<file path="src/ccf_pkg.sv">
// Package for the condition flag register block
package ccf_pkg;
    localparam int CCF_W = 8;
    localparam int BIT_IMASK = 7;
    localparam int BIT_UI = 6;
    localparam int BIT_H = 5;
    localparam int BIT_U = 4;
    localparam int BIT_N = 3;
    localparam int BIT_Z = 2;
    localparam int BIT_V = 1;
    localparam int BIT_C = 0;
    localparam logic [7:0] USER_MASK = 8'h50;

    typedef enum logic [1:0] {SZ_B = 2'h0, SZ_W = 2'h1, SZ_L = 2'h2} ccf_size_t;

    typedef enum logic [3:0] {
        OP_NONE = 4'h0,
        OP_ADD = 4'h1,
        OP_SUB = 4'h2,
        OP_LOGIC = 4'h3,
        OP_SHIFT = 4'h4,
        OP_BITLD = 4'h5,
        OP_BITAND = 4'h6,
        OP_BITOR = 4'h7,
        OP_BITXOR = 4'h8,
        OP_MOV = 4'h9
    } ccf_op_t;

    typedef enum logic [2:0] {
        CTL_NONE = 3'h0,
        CTL_LOAD = 3'h1,
        CTL_AND = 3'h2,
        CTL_OR = 3'h3,
        CTL_XOR = 3'h4
    } ccf_ctl_t;

    // Datapath result as seen by the flag logic
    typedef struct packed {
        ccf_op_t op;
        ccf_size_t size;
        logic [31:0] a;
        logic [31:0] b;
        logic [31:0] res;
        logic shift_out;
        logic bit_in;
    } ccf_alu_t;

    typedef struct packed {
        logic h;
        logic n;
        logic z;
        logic v;
        logic c;
        logic upd_h;
        logic upd_nzv;
        logic upd_c;
    } ccf_flags_t;
endpackage

</file>
<file path="src/ccf_eval.sv">
// Flag computation from a datapath result
`timescale 1ns/1ns
module ccf_eval
    import ccf_pkg::*;
(
    input wire ccf_alu_t i_alu,
    input wire logic i_c,
    output ccf_flags_t o_flags
);
    function automatic logic msb_of(input logic [31:0] d, input ccf_size_t s);
        case (s)
            SZ_B: msb_of = d[7];
            SZ_W: msb_of = d[15];
            default: msb_of = d[31];
        endcase
    endfunction

    function automatic logic is_zero(input logic [31:0] d, input ccf_size_t s);
        case (s)
            SZ_B: is_zero = (d[7:0] == 8'h00);
            SZ_W: is_zero = (d[15:0] == 16'h0000);
            default: is_zero = (d == 32'h0000_0000);
        endcase
    endfunction

    function automatic logic half_of(input logic [31:0] d, input ccf_size_t s);
        case (s)
            SZ_B: half_of = d[4];
            SZ_W: half_of = d[12];
            default: half_of = d[28];
        endcase
    endfunction

    logic sa, sb, sr, carry, half;

    always_comb begin
        sa = msb_of(i_alu.a, i_alu.size);
        sb = msb_of(i_alu.b, i_alu.size);
        sr = msb_of(i_alu.res, i_alu.size);
        // Carry out of the msb from the sign bits of a, b, res; half carry from a^b^res above the half digit
        half = half_of(i_alu.a ^ i_alu.b ^ i_alu.res, i_alu.size);
        if (i_alu.op == OP_ADD) begin
            carry = (sa & sb) | ((sa | sb) & ~sr);
        end else begin
            carry = (~sa & sb) | ((~sa | sb) & sr);
        end
        o_flags = '0;
        o_flags.n = sr;
        o_flags.z = is_zero(i_alu.res, i_alu.size);
        case (i_alu.op)
            OP_ADD: begin
                o_flags.h = half;
                o_flags.v = (sa == sb) && (sr != sa);
                o_flags.c = carry;
                o_flags.upd_h = 1'b1;
                o_flags.upd_nzv = 1'b1;
                o_flags.upd_c = 1'b1;
            end
            OP_SUB: begin
                o_flags.h = half;
                o_flags.v = (sa != sb) && (sr != sa);
                o_flags.c = carry;
                o_flags.upd_h = 1'b1;
                o_flags.upd_nzv = 1'b1;
                o_flags.upd_c = 1'b1;
            end
            OP_LOGIC, OP_MOV: begin
                o_flags.upd_nzv = 1'b1;
            end
            OP_SHIFT: begin
                o_flags.c = i_alu.shift_out;
                o_flags.upd_nzv = 1'b1;
                o_flags.upd_c = 1'b1;
            end
            OP_BITLD: begin
                o_flags.c = i_alu.bit_in;
                o_flags.upd_c = 1'b1;
            end
            OP_BITAND: begin
                o_flags.c = i_c & i_alu.bit_in;
                o_flags.upd_c = 1'b1;
            end
            OP_BITOR: begin
                o_flags.c = i_c | i_alu.bit_in;
                o_flags.upd_c = 1'b1;
            end
            OP_BITXOR: begin
                o_flags.c = i_c ^ i_alu.bit_in;
                o_flags.upd_c = 1'b1;
            end
            default: begin
                o_flags.upd_h = 1'b0;
            end
        endcase
    end
endmodule

</file>
<file path="src/ccf_top.sv">
// Condition flag register with branch condition evaluation
// Functional notes
// - Eight bits: I UI H U N Z V C
// - Mask bit set blocks maskable interrupts
// - Non-maskable interrupt always accepted
// - Exception entry sets the mask bit
// - Reset sets the mask bit
// - Reset leaves other bits untouched
// - Software reads, loads, ANDs, ORs, XORs register
// - User bits only store software values
// - Half-carry from bit 3, 11, 27
// - Negative takes result sign bit
// - Zero set when result is zero
// - Overflow set on arithmetic overflow only
// - Carry records carry, borrow, shifted-out bit
// - Bit instructions use carry as accumulator
// - Branches test N, Z, V, C
`timescale 1ns/1ns
module ccf_top
    import ccf_pkg::*;
(
    input wire logic i_clk,
    input wire logic i_nrst,
    input wire logic i_alu_valid,
    input wire ccf_alu_t i_alu,
    input wire ccf_ctl_t i_ctl_op,
    input wire logic [7:0] i_ctl_data,
    input wire logic i_exc_entry,
    input wire logic i_irq_maskable,
    input wire logic i_irq_nmi,
    input wire logic [3:0] i_cond,
    output logic [7:0] o_condition_flags_register,
    output logic o_irq_accept,
    output logic o_nmi_accept,
    output logic o_branch_taken
);
    logic [7:0] flags_reg;
    logic [7:0] flags_next;
    ccf_flags_t upd;

    ccf_eval u_eval (
        .i_alu(i_alu),
        .i_c(flags_reg[BIT_C]),
        .o_flags(upd)
    );

    always_comb begin
        flags_next = flags_reg;
        if (i_ctl_op == CTL_LOAD) begin
            flags_next = i_ctl_data;
        end else if (i_ctl_op == CTL_AND) begin
            flags_next = flags_reg & i_ctl_data;
        end else if (i_ctl_op == CTL_OR) begin
            flags_next = flags_reg | i_ctl_data;
        end else if (i_ctl_op == CTL_XOR) begin
            flags_next = flags_reg ^ i_ctl_data;
        end else if (i_alu_valid) begin
            if (upd.upd_h) begin
                flags_next[BIT_H] = upd.h;
            end
            if (upd.upd_nzv) begin
                flags_next[BIT_N] = upd.n;
                flags_next[BIT_Z] = upd.z;
                flags_next[BIT_V] = upd.v;
            end
            if (upd.upd_c) begin
                flags_next[BIT_C] = upd.c;
            end
        end
        // Exception entry wins over any same-cycle instruction effect on the mask bit
        if (i_exc_entry) begin
            flags_next[BIT_IMASK] = 1'b1;
        end
    end

    // Only the mask bit is reset; the rest still take flags_next during reset
    always_ff @(posedge i_clk) begin
        flags_reg[BIT_IMASK - 1:0] <= flags_next[BIT_IMASK - 1:0];
        if (!i_nrst) begin
            flags_reg[BIT_IMASK] <= 1'b1;
        end else begin
            flags_reg[BIT_IMASK] <= flags_next[BIT_IMASK];
        end
    end

    function automatic logic cond_eval(input logic [3:0] cc, input logic [7:0] f);
        logic c, v, z, n;
        c = f[BIT_C];
        v = f[BIT_V];
        z = f[BIT_Z];
        n = f[BIT_N];
        case (cc)
            4'h0: cond_eval = 1'b1;
            4'h1: cond_eval = 1'b0;
            4'h2: cond_eval = ~(c | z);
            4'h3: cond_eval = c | z;
            4'h4: cond_eval = ~c;
            4'h5: cond_eval = c;
            4'h6: cond_eval = ~z;
            4'h7: cond_eval = z;
            4'h8: cond_eval = ~v;
            4'h9: cond_eval = v;
            4'ha: cond_eval = ~n;
            4'hb: cond_eval = n;
            4'hc: cond_eval = ~(n ^ v);
            4'hd: cond_eval = n ^ v;
            4'he: cond_eval = ~(z | (n ^ v));
            default: cond_eval = z | (n ^ v);
        endcase
    endfunction

    always_comb begin
        o_condition_flags_register = flags_reg;
        o_branch_taken = cond_eval(i_cond, flags_reg);
        o_irq_accept = i_irq_maskable & ~flags_reg[BIT_IMASK];
        o_nmi_accept = i_irq_nmi;
    end

    // Reference sum for the checks, kept apart from the flag logic it judges
    logic [8:0] ovf_sum;

    always_comb begin
        ovf_sum = {i_alu.a[7], i_alu.a[7:0]} + {i_alu.b[7], i_alu.b[7:0]};
    end
endmodule

</file>
<file path="config.mk">
export PLATFORM = sky130hd
export DESIGN_NAME = ccf_top
export DESIGN_NICKNAME = d
export VERILOG_FILES = /design/src/ccf_pkg.sv /design/src/ccf_eval.sv /design/src/ccf_top.sv
export SDC_FILE = /design/constraint.sdc
export NUM_CORES = 1
export LEC_CHECK = 0
export BUFFER_PORTS_ARGS = -buffer_cell sky130_fd_sc_hd__buf_4
export CAP_MARGIN = 5
export CORE_MARGIN = 2
export CORE_UTILIZATION = 30
export CTS_CLUSTER_DIAMETER = 200
export CTS_CLUSTER_SIZE = 10
export DETAILED_ROUTE_END_ITERATION = 7
export PLACE_DENSITY = 0.76
export SETUP_SLACK_MARGIN = 0.3
export SYNTH_ARGS = -nofsm -noshare
export SYNTH_HDL_FRONTEND = slang
export SYNTH_SLANG_ARGS = --single-unit
</file>
<file path="constraint.sdc">
create_clock -name i_clk -period 2.5 [get_ports i_clk]
set_clock_uncertainty 0.2 [all_clocks]
set_input_delay 0.125 -clock i_clk [delete_from_list [all_inputs] [get_ports i_clk]]
set_output_delay 0.125 -clock i_clk [all_outputs]
set_load 0.02 [all_outputs]
</file>
==> impl_results.md, run 1 <==
* Status: completed
* Core region area at 0.00507 mm²
* Kind of critical path: flop to flop
* Die area at between 0.005 and 0.006 mm²
* Hold Fails Final Rpt at 0
* DRC Markers at 0
* Num CTS Buffers at 3
* Synth warnings at 0
* Design area at 0.00227 mm²
* Via-to-Cell Ratio at 4.96
* Root buf cell: clkbuf_8
* Largest stage delay on the critical path at 0.45 ns
* Placed cell area at 0.00219 mm²
* Fin. max-slew vios at 0
* Most frequent cells after synthesis: 24 x inv_1, 18 x ha_1, 13 x a21oi_1, 13 x o21ai_0, 12 x nor2_1
* # diodes at 0
* HPWL Detailed at 3540 µm
* Global-route wire length before repair at 7310 µm
* Synth Instances at 196
* Max-Cap Viols at 0
* Synthesized area per cell at around 8.0 µm²
* Unique masters post-synth at 51
* Post-DRT Antenna Nets at 0
* Count leader, synth: inv_1
* Initial antenna violation count at 0
* Fraction of layout cells with a size suffix above 1 at 0.359
* Flip-flop count of the largest register after layout at 8
* Nets at 417
* Critical hold path startpoint: i_alu_valid
* CP cell instances: inv_1 -> ha_1 -> nor3_2 -> nor3b_1 -> o21ba_2 -> o31ai_1 -> o221ai_1
* Setup TNS at 0 ns
* Sequential share of the synthesized area at 0.147
* Clock-pin slew on the worst setup and hold paths at 0.05 ns
* Post-Route WL at 4450 µm
* Die width at 76.3 µm
* Min Tclk post-route at 2.05 ns
* CTS H-tree depth at 1
* Clock tree buffer depth at 2
* Crit share post-route at 0.818
* Hold Path Depth at 2
* Synth area leaders: ha_1 14%, edfxtp_1 13%, inv_1 5.7%
* Highest-delay cell along the critical path: edfxtp_1
* Area leader, netlist: ha_1
* Skew-Pair Late Insertion Delay at roughly 0.23 ns
* R2r endpoint: o_condition_flags_register[0]
* Yosys top cell area share at 0.144
* Vias in the first global route at 1640
* Crit start category: flop
* Syn_nets at 339
* Power Density at 322 mW/mm²
* Std cell rows at 26
* Area Overhead vs Synth at 45.0%
* Reg2reg path depth at 7
* GRT overflow at 0
* WP data required at 2.27 ns
* Reg2reg setup slack at approximately 0.45 ns
* EDFF count, synth at 7
* Finish-stage setup viols at 0
* All-Layer GR Usage at 0.151
* Top_reg_cell synth: edfxtp_1
* Leak at 1.07 nW
* Clk sinks at 8
* IO Count at 136
* Unrepaired setup endpoints after global routing: false
* Chip Height at 76.3 µm
* Register bit total from synthesis at 8
* Fmax at ~490 MHz
* Cell Count, Final, Fillers Out at 343
* Final core occ at 0.448
* Setup crit start: o_condition_flags_register[0]
* Drt wl/cell at 13.0 µm
* WP data arrival at 1.81 ns
* Routability cong. at 0.779
* Pin count of the biggest net entering global routing at 26
* Initial Utilization at 0.309
* Worst slew pin tran at roughly 0.57 ns
* Worst Hold Class: input port to flop
* First-iteration detailed-routing DRC count at 76
* Worst IR Drop VDD at 0.149 mV
* Routed vias at 1702
* Hold Path Sink: o_condition_flags_register[0]
* Setup crit end kind: flop
* Ys async rst share at 0
* Reg-to-Reg Start: o_condition_flags_register[0]
* Worst-path maximum fanout at 4
* TritonRoute pass-1 iters at 4
* Synthesized cell area at 0.00157 mm²
* CTS tree: yes
* Slew HR at 0.622
* PortBufs at 81
* Placed Instances at 335
[area by class of cell]
class                           instances  area [µm²]
Fill cell                             552        2800
Multi-Input combinational cell        152        1180
Timing Repair Buffer                   85         643
Sequential cell                         8         230
Inverter                               24        90.1
Tap cell                               70        87.6
Clock buffer                            4        45.0
[worst max-delay path by stage]
| stage | to |
|---|---|
| floorplan | o_condition_flags_register[0] |
| global placement | o_condition_flags_register[0] |
| CTS | o_condition_flags_register[0] |
| finish | o_condition_flags_register[0] |
| global route | o_condition_flags_register[0] |
| detailed placement | o_condition_flags_register[0] |
[report_power, final]
group	internal, W	switching, W	leakage, nW	total [W]
combinational	0.000200	0.000178	0.964	0.000377
clock	0.000111	0.0000585	0.0228	0.000170
sequential	0.000169	0.0000177	0.0797	0.000186
[layer usage]
| metal | part of all wire | vias to the layer above | GRT usage | wire length, µm |
|---|---|---|---|---|
| met3 | 0.061 | 6 | 0.0273 | 272 |
| met5 | 0 | - | 0 | 0 |
| li1 | - | 864 | - | - |
| met4 | 0.0092 | 0 | 0.0509 | 41 |
| met2 | 0.51 | 54 | 0.272 | 2270 |
| met1 | 0.42 | 778 | 0.179 | 1870 |
[critical path: cells and delay by family (launching register included)]
family | cells | cell delay [ns]
AOI/OAI and AO/OA | 3 | 0.59
and+or+nand+nor | 2 | 0.20
adders and majority gates | 1 | 0.24
DFF | 1 | 0.45
buffers and inverters | 1 | 0.11
[stage by stage]
stage	hold slack (ns)	setup WS [ns]	power (W)
floorplan	0.00814	0.520	0.000396
global placement	0.0502	0.324	0.000544
detailed placement	0.0502	0.311	0.000555
CTS	0.0154	0.307	0.000726
global route	0.0296	0.310	0.000788
finish	0.0146	0.455	0.000733
[cell families after synthesis]
group,count (synthesis),share of synthesized area
AOI/OAI and AO/OA,52,0.230
xor gates and xnor gates,9,0.0502
adders and majority gates,18,0.144
buffers and inverters,36,0.107
DFF,8,0.147
muxes,12,0.0997
and+or+nand+nor,61,0.223
[cell usage in the layout (no fill, tap or decap), types with 3 or more instances in the layout]
cell and count:
edfxtp_1 7, nor4_1 8, ha_1 18, buf_4 83, mux2i_1 7, nor3b_1 3, xnor2_1 5, inv_1 24
a22oi_1 5, clkbuf_8 3, nand3b_1 6, o21ai_0 13, nand2b_1 5, a21oi_1 13, xor2_1 4, nor2_1 12
nand2_1 9
[timing repair]
item	4_1_cts	5_1_grt
gates resized for setup	0	2
endpoints found under the hold margin	1	0
hold buffers	2	0
setup endpoints to repair	0	2
setup buffers	0	2
Power figures use the tool's default switching activity.
==> run 2, diff against run 1 <==
--- a/config.mk
+++ b/config.mk
@@ -5,6 +5,7 @@
 export SDC_FILE = /design/constraint.sdc
 export NUM_CORES = 1
 export LEC_CHECK = 0
+export ABC_AREA = 1
 export BUFFER_PORTS_ARGS = -buffer_cell sky130_fd_sc_hd__buf_4
 export CAP_MARGIN = 5
 export CORE_MARGIN = 2
@@ -12,7 +13,7 @@
 export CTS_CLUSTER_DIAMETER = 200
 export CTS_CLUSTER_SIZE = 10
 export DETAILED_ROUTE_END_ITERATION = 7
-export PLACE_DENSITY = 0.76
+export PLACE_DENSITY = 0.77
 export SETUP_SLACK_MARGIN = 0.3
 export SYNTH_ARGS = -nofsm -noshare
 export SYNTH_HDL_FRONTEND = slang
==> constraint.sdc (replaced) <==
create_clock -name i_clk -period 1.9 [get_ports i_clk]
set_clock_uncertainty 0.2 [all_clocks]
set_input_delay 0.095 -clock i_clk [delete_from_list [all_inputs] [get_ports i_clk]]
set_output_delay 0.095 -clock i_clk [all_outputs]
set_load 0.02 [all_outputs]
==> run 2 against run 1 <==
Compared with the run above: highest routed layer unchanged; via count up 7.0%; critical path type is now flop to primary output; hold slack improved by 0.014 ns; flip-flop and latch count stayed put; clock power up 34%; die area down 5.1%; cell count is 14% higher.
==> impl_results.md, run 2 <==
* Status: completed
* IO Count at 136 (unchanged)
* TritonRoute pass-1 iters at 4 (unchanged)
* CTS tree: yes
* Int Power at 0.000628 W (+31%)
* Worst Hold Class: input port to flop
* GRT overflow at 0 (unchanged)
* Routability cong. at 0.899 (+15%)
* Leak at 1.25 nW (+18%)
* Worst IR Drop VDD at 0.197 mV (+32%)
* Min Tclk post-route at ~1.9 ns
* Design area at 0.00231 mm² (+1.7%)
* Synth area leaders: ha_1 15%, edfxtp_1 14%, nand2_1 13%
* All-Layer GR Usage at 0.155 (+0.00472)
* EDFF count, synth at 7 (unchanged)
* Chip Height at 74.4 µm (-2.6%)
* Die area at 0.00553 mm² (-5.1%)
* Fmax at 530 MHz
* Kind of critical path: flop to primary output
* Skew-Pair Late Insertion Delay at 0.23 ns (about the same)
* Worst-case hold slack at 0.0290 ns (+0.0144 ns)
* Max-Cap Viols at 0 (unchanged)
* WP data arrival at 1.59 ns (-0.22 ns)
* Synthesized cell area at 0.00149 mm² (-5.3%)
* Fraction of layout cells with a size suffix above 1 at 0.348 (-0.0113)
* Top_reg_cell synth: edfxtp_1
* Register bit total from synthesis at 8 (unchanged)
* Hold Path Depth at 3 (+1)
* Pin count of the biggest net entering global routing at 12 (-54%)
* Area Overhead vs Synth at 55.7%
* Combinational power share at 0.519 (+0.004)
* WP data required at 1.60 ns (-0.67 ns)
* Placed cell area at 0.00217 mm² (-0.92%)
* Core region area at 0.00475 mm² (-6.3%)
* Count leader, synth: nand2_1
* Setup crit end kind: primary output
* Switch Pwr at 0.000353 W (+39%)
* Std cell rows at 25 (-3.8%)
* Die width at 74.4 µm (-2.6%)
* Sw Ratio at 0.360 (+0.0135)
* Unique masters post-synth at 34 (-33%)
* Final WS setup at 0.0124 ns (-0.442 ns)
* Nets at 469 (+12%)
* Syn_nets at 374 (+10%)
* Vias in the first global route at 1691 (+3.1%)
* Root buf cell: clkbuf_8
* Cell Count, Final, Fillers Out at 392 (+14%)
* Placed Instances at 379 (+13%)
* Clk sinks at 8 (unchanged)
* Most frequent cells in the layout: 89 x buf_4, 52 x nand2_1, 40 x inv_1
* CTS H-tree depth at 1 (unchanged)
* Yosys top cell area share at 0.152 (+0.00810)
* Clock power frac at 0.232 (about the same)
* Ys async rst share at 0 (unchanged)
* Worst-path maximum fanout at 3 (-1)
* Reg power frac at 0.249 (-0.005)
* Clock tree buffer depth at 2 (unchanged)
* Routed vias at 1821 (+7.0%)
* Unrepaired setup endpoints after global routing: true
* Num CTS Buffers at 3 (unchanged)
* Power Density at 424 mW/mm² (+32%)
* Global-route wire length before repair at 6980 µm (-4.6%)
* Flip-flop count of the largest register after layout at 8 (unchanged)
* Hold Fails Final Rpt at 0 (unchanged)
* Sequential share of the synthesized area at 0.155 (+0.00828)
* Reg2reg path depth at 13 (+6)
* Area leader, netlist: ha_1
* Crit share post-route at 0.993
* Clock-pin slew on the worst setup and hold paths at 0.05 ns (about the same)
* PortBufs at 81 (unchanged)
* Drt wl/cell at 10.8 µm (-16%)
* Post-DRT Antenna Nets at 0 (unchanged)
* # diodes at 0 (unchanged)
* Synthesized area per cell at 6.43 µm² (-20%)
* Fin. max-slew vios at 0 (unchanged)
* Most frequent cells after synthesis: 53 x nand2_1, 43 x inv_1, 19 x nor2_1
* Final core occ at 0.486 (+0.0381)
* DRC Markers at 0 (unchanged)
* Most common cell after layout, fill and taps aside: buf_4
* Finish-stage setup viols at 0 (unchanged)
* Initial antenna violation count at 0 (unchanged)
* Initial Utilization at 0.312 (+0.00320)
* Slew HR at 0.755 (+0.133)
* Synth warnings at 0 (unchanged)
* First-iteration detailed-routing DRC count at 95 (+25%)
* Post-Route WL at 4250 µm (-4.5%)
* Place WS at 0.0695 ns (-0.242 ns)
* Synth Instances at 231 (+18%)
* Crit start category: flop
* HPWL Detailed at 3670 µm (+3.7%)
* Worst slew pin tran at 0.365 ns (-0.202 ns)
* Via-to-Cell Ratio at 4.65 (-6.4%)
run 2: cell count changes after synthesis, moves of 6 or more:
cell / delta
nand2_1: +44
inv_1: +19
nand3_1: +13
mux2i_1: -7
nor2_1: +7
nand3b_1: -6
run 2: cells by family (layout without fill, tap and decap cells):
group	after synthesis	in the layout	share of synthesized area
buffers and inverters	49	143	0.141
AND/OR/NAND/NOR	111	111	0.348
adder cells (fa/ha/maj)	18	18	0.152
flip-flops	8	8	0.155
XOR/XNOR	7	7	0.0413
AO/OA/AOI/OAI	38	38	0.163
run 2: routing by layer:
metal  routed length (µm)  global-route usage  vias up
met5                    0                   0        -
met2                 2170               0.288       57
met3                  235              0.0136        4
li1                     -                   -      953
met1                 1810               0.196      807
met4                   34              0.0298        0
run 2: what timing repair did:
action                     4_1_cts  5_1_grt
setup buffers                    3        2
pin swaps                        0        5
gates resized for setup          0        9
setup endpoints to repair        3        6
hold buffers                     4        0
hold endpoints to repair         3        0
run 2: path summary, 6_finish.rpt:
path	from	end	slack [ns]
setup / recovery	o_condition_flags_register[1]	o_branch_taken	0.01
hold / removal	i_ctl_data[7]	o_condition_flags_register[7]	0.03
setup reg to reg	o_condition_flags_register[0]	o_condition_flags_register[0]	0.09
hold reg to reg	o_condition_flags_register[7]	o_condition_flags_register[7]	0.38
run 2: layout make-up:
type	count	area (µm²)
multi-input combinational	174	1060
timing repair buffer	94	719
fill	517	2440
inverter	45	171
tap	67	83.8
sequential	8	231
clock buffer	4	45.0
run 2: through the flow:
stage,TNS (ns),total power (W)
floorplan,0,0.000494
global placement,0,0.000702
detailed placement,0,0.000716
CTS,0,0.000964
global route,-0.206,0.00106
finish,0,0.000981
run 2: critical path: stages (launching register included):
cell      delay, ns
edfxtp_1       0.43
xor2_1         0.21
o211ai_1       0.18
nand3_1        0.09
o21bai_1       0.16
o41ai_1        0.06
inv_1          0.07
buf_4          0.16
run 2: power groups by stage:
stage	logic, W	registers, W	clock network, W
6_report	0.000509	0.000244	0.000228
5_1_grt	0.000570	0.000247	0.000238
4_1_cts	0.000494	0.000243	0.000228
3_5_place_dp	0.000468	0.000249	0
3_3_place_gp	0.000454	0.000248	0
2_1_floorplan	0.000228	0.000266	0
==> run 3, diff against run 2 <==
--- a/config.mk
+++ b/config.mk
@@ -8,13 +8,13 @@
 export ABC_AREA = 1
 export BUFFER_PORTS_ARGS = -buffer_cell sky130_fd_sc_hd__buf_4
 export CAP_MARGIN = 5
-export CORE_MARGIN = 2
-export CORE_UTILIZATION = 30
+export CORE_UTILIZATION = 38
 export CTS_CLUSTER_DIAMETER = 200
 export CTS_CLUSTER_SIZE = 10
 export DETAILED_ROUTE_END_ITERATION = 7
-export PLACE_DENSITY = 0.77
+export PLACE_DENSITY = 0.92
 export SETUP_SLACK_MARGIN = 0.3
+export SLEW_MARGIN = 20
 export SYNTH_ARGS = -nofsm -noshare
 export SYNTH_HDL_FRONTEND = slang
 export SYNTH_SLANG_ARGS = --single-unit
==> run 3 against run 2 <==
Compared with the run above: the run now ends with negative setup slack left; power is 2.3% higher; fmax is 1.5% lower; cell count is 5.1% lower; flip-flop and latch count stayed put; die area is 25% lower; first-iteration DRC count is 80% higher; sequential share of layout area is 0.14 points lower; global-route usage is 5.8 points higher; setup slack worse by 0.028 ns; critical path depth stayed put; utilization is 14 points higher.
==> impl_results.md, run 3 (synthesis results as in run 2) <==
* Status: finished with violations
* Failing checks: negative setup slack
* Cell Count, Final, Fillers Out at 372 (-5.1%)
* Die width at 64.5 µm (-13%)
* Placed Instances at 360 (-5.0%)
* GRT overflow at 0 (unchanged)
* Unrepaired setup endpoints after global routing: true
* WP data arrival at 1.62 ns (+0.03 ns)
* # diodes at 0 (unchanged)
* Skew-Pair Late Insertion Delay at 0.24 ns (about the same)
* Finish-stage setup viols at 1 (+1)
* All-Layer GR Usage at 0.214 (+0.0583)
* Die area at 0.00416 mm² (-25%)
* Drt wl/cell at 11.4 µm (+5.2%)
* Min Tclk post-route at 1.92 ns (+0.0281 ns)
* Chip Height at 64.5 µm (-13%)
* Crit start category: flop
* Post-Route WL at 4240 µm (-0.14%)
* Worst-path maximum fanout at 3 (unchanged)
* Flip-flop count of the largest register after layout at 8 (unchanged)
* TritonRoute pass-1 iters at 4 (unchanged)
* Final WS setup at -0.0156 ns (-0.0281 ns)
* Hold Path Depth at 3 (unchanged)
* Num CTS Buffers at 3 (unchanged)
* IO Count at 136 (unchanged)
* Pin count of the biggest net entering global routing at 12 (unchanged)
* Largest stage delay on the critical path at 0.44 ns (about the same)
* Root buf cell: clkbuf_8
* Crit share post-route at 1.01 (+0.0148)
* Worst IR Drop VDD at 0.210 mV (+6.9%)
* Worst Hold Class: input port to flop
* PortBufs at 81 (unchanged)
* HPWL Detailed at 3460 µm (-5.7%)
* Core region area at 0.00372 mm² (-22%)
* Clock tree buffer depth at 2 (unchanged)
* Most common cell after layout, fill and taps aside: buf_4
* Max-Cap Viols at 0 (unchanged)
* Initial Utilization at 0.400 (+0.0873)
* Fill count at 340 (-34%)
* Clock-pin slew on the worst setup and hold paths at 0.05 ns (about the same)
* Fraction of layout cells with a size suffix above 1 at 0.361 (+0.0134)
* Worst slew pin tran at 0.323 ns (-0.0415 ns)
* Vias in the first global route at 1806 (+6.8%)
* Via-to-Cell Ratio at 4.98 (+7.1%)
* First-iteration detailed-routing DRC count at 171 (+80%)
* Highest-delay cell along the critical path: edfxtp_1
* Met3 usage at 0.0335 (+0.0199)
* Met2 Use GR at 0.399 (+0.111)
* Fmax at 522 MHz (-1.5%)
* Post-DRT Antenna Nets at 0 (unchanged)
* Fin. max-slew vios at 0 (unchanged)
* Clk sinks at 8 (unchanged)
* WP data required at 1.60 ns (about the same)
* Global-route wire length before repair at 7090 µm (+1.7%)
* Most frequent cells in the layout: 86 x buf_4, 52 x nand2_1, 41 x inv_1
* CTS H-tree depth at 1 (unchanged)
* CTS tree: yes
* Hold Fails Final Rpt at 0 (unchanged)
* Area Overhead vs Synth at 57.9%
* Routed vias at 1851 (+1.6%)
* Reg2reg path depth at 12 (-1)
* Power Density at 428 mW/mm² (+0.92%)
* Slew HR at 0.783 (+0.0279)
* Leak at 1.26 nW (+0.71%)
* Kind of critical path: flop to primary output
* CP cell instances: xor2_2 -> o211ai_1 -> nand3_1 -> o21bai_1 -> o41ai_2 -> inv_1 -> buf_6
* Initial antenna violation count at 0 (unchanged)
* Met1 usage at 0.245 (+0.0496)
* GRT busiest layer: met2
* Nets at 468 (-0.21%)
* Routability cong. at 0.836 (-7.0%)
* Std cell rows at 22 (-12%)
* DRC Markers at 0 (unchanged)
* Worst-case hold slack at 0.0435 ns (+0.0144 ns)
* Setup crit end kind: primary output
run 3: changes by cell type in the layout (fill, tap and decap cells not counted), moves of 2 or more:
cell | before | now
ha_4 | 1 | 3
buf_4 | 89 | 86
ha_1 | 17 | 15
buf_6 | 1 | 3
run 3: repair_timing:
action / 4_1_cts / 5_1_grt
endpoints found under the hold margin: 3 / 0
pin swaps: 1 / 6
hold buffers: 4 / 0
setup endpoints to repair: 3 / 6
gates resized for setup: 3 / 14
setup buffers: 3 / 1
run 3: worst max-delay path, delay by kind of cell (launching register included):
kind,cells,cell delay (ns)
AOI/OAI and AO/OA,3,0.40
xor gates and xnor gates,1,0.22
and+or+nand+nor,1,0.10
DFF,1,0.44
buffers and inverters,2,0.22
run 3: where the power goes:
part,switching (W),total [W],internal [W]
registers,0.0000229,0.000245,0.000222
clock network,0.0000816,0.000228,0.000147
logic,0.000262,0.000531,0.000269
total,0.000366,0.00100,0.000638
run 3: metrics by stage:
stage / power (W) / worst slack (ns) / cell area (µm²) / utilization / setup TNS [ns]
finish: 0.00100 / -0.0156 / 2340 / 0.631 / -0.0156
global route: 0.00108 / -0.164 / 2340 / 0.631 / -0.216
CTS: 0.000967 / -0.0122 / 2270 / 0.611 / -0.0122
detailed placement: 0.000712 / 0.0727 / 2140 / 0.577 / 0
global placement: 0.000695 / 0.103 / 2140 / 0.577 / 0
floorplan: 0.000494 / 0.211 / 1490 / - / 0
run 3: final cells by class:
cell class,instances,area (µm²),area share
Inverter,45,171,0.0731
Sequential cell,8,231,0.0987
Timing Repair Buffer,93,719,0.307
Multi-Input combinational cell,174,1120,0.477
Clock buffer,4,45.0,0.0192
Tap cell,48,60.1,0.0256
run 3: layer usage:
metal / wire, µm / share of wire
met5: 0 / 0
met4: 67 / 0.016
met3: 271 / 0.064
met2: 2160 / 0.51
met1: 1750 / 0.41
run 3: final timing paths:
kind                                                 endpoint                     startpoint  slack [ns]
worst max-delay path                           o_branch_taken  o_condition_flags_register[3]       -0.02
worst min-delay path            o_condition_flags_register[7]                  i_ctl_data[7]        0.04
worst max register to register  o_condition_flags_register[0]  o_condition_flags_register[0]        0.06
worst min register to register  o_condition_flags_register[7]  o_condition_flags_register[7]        0.38
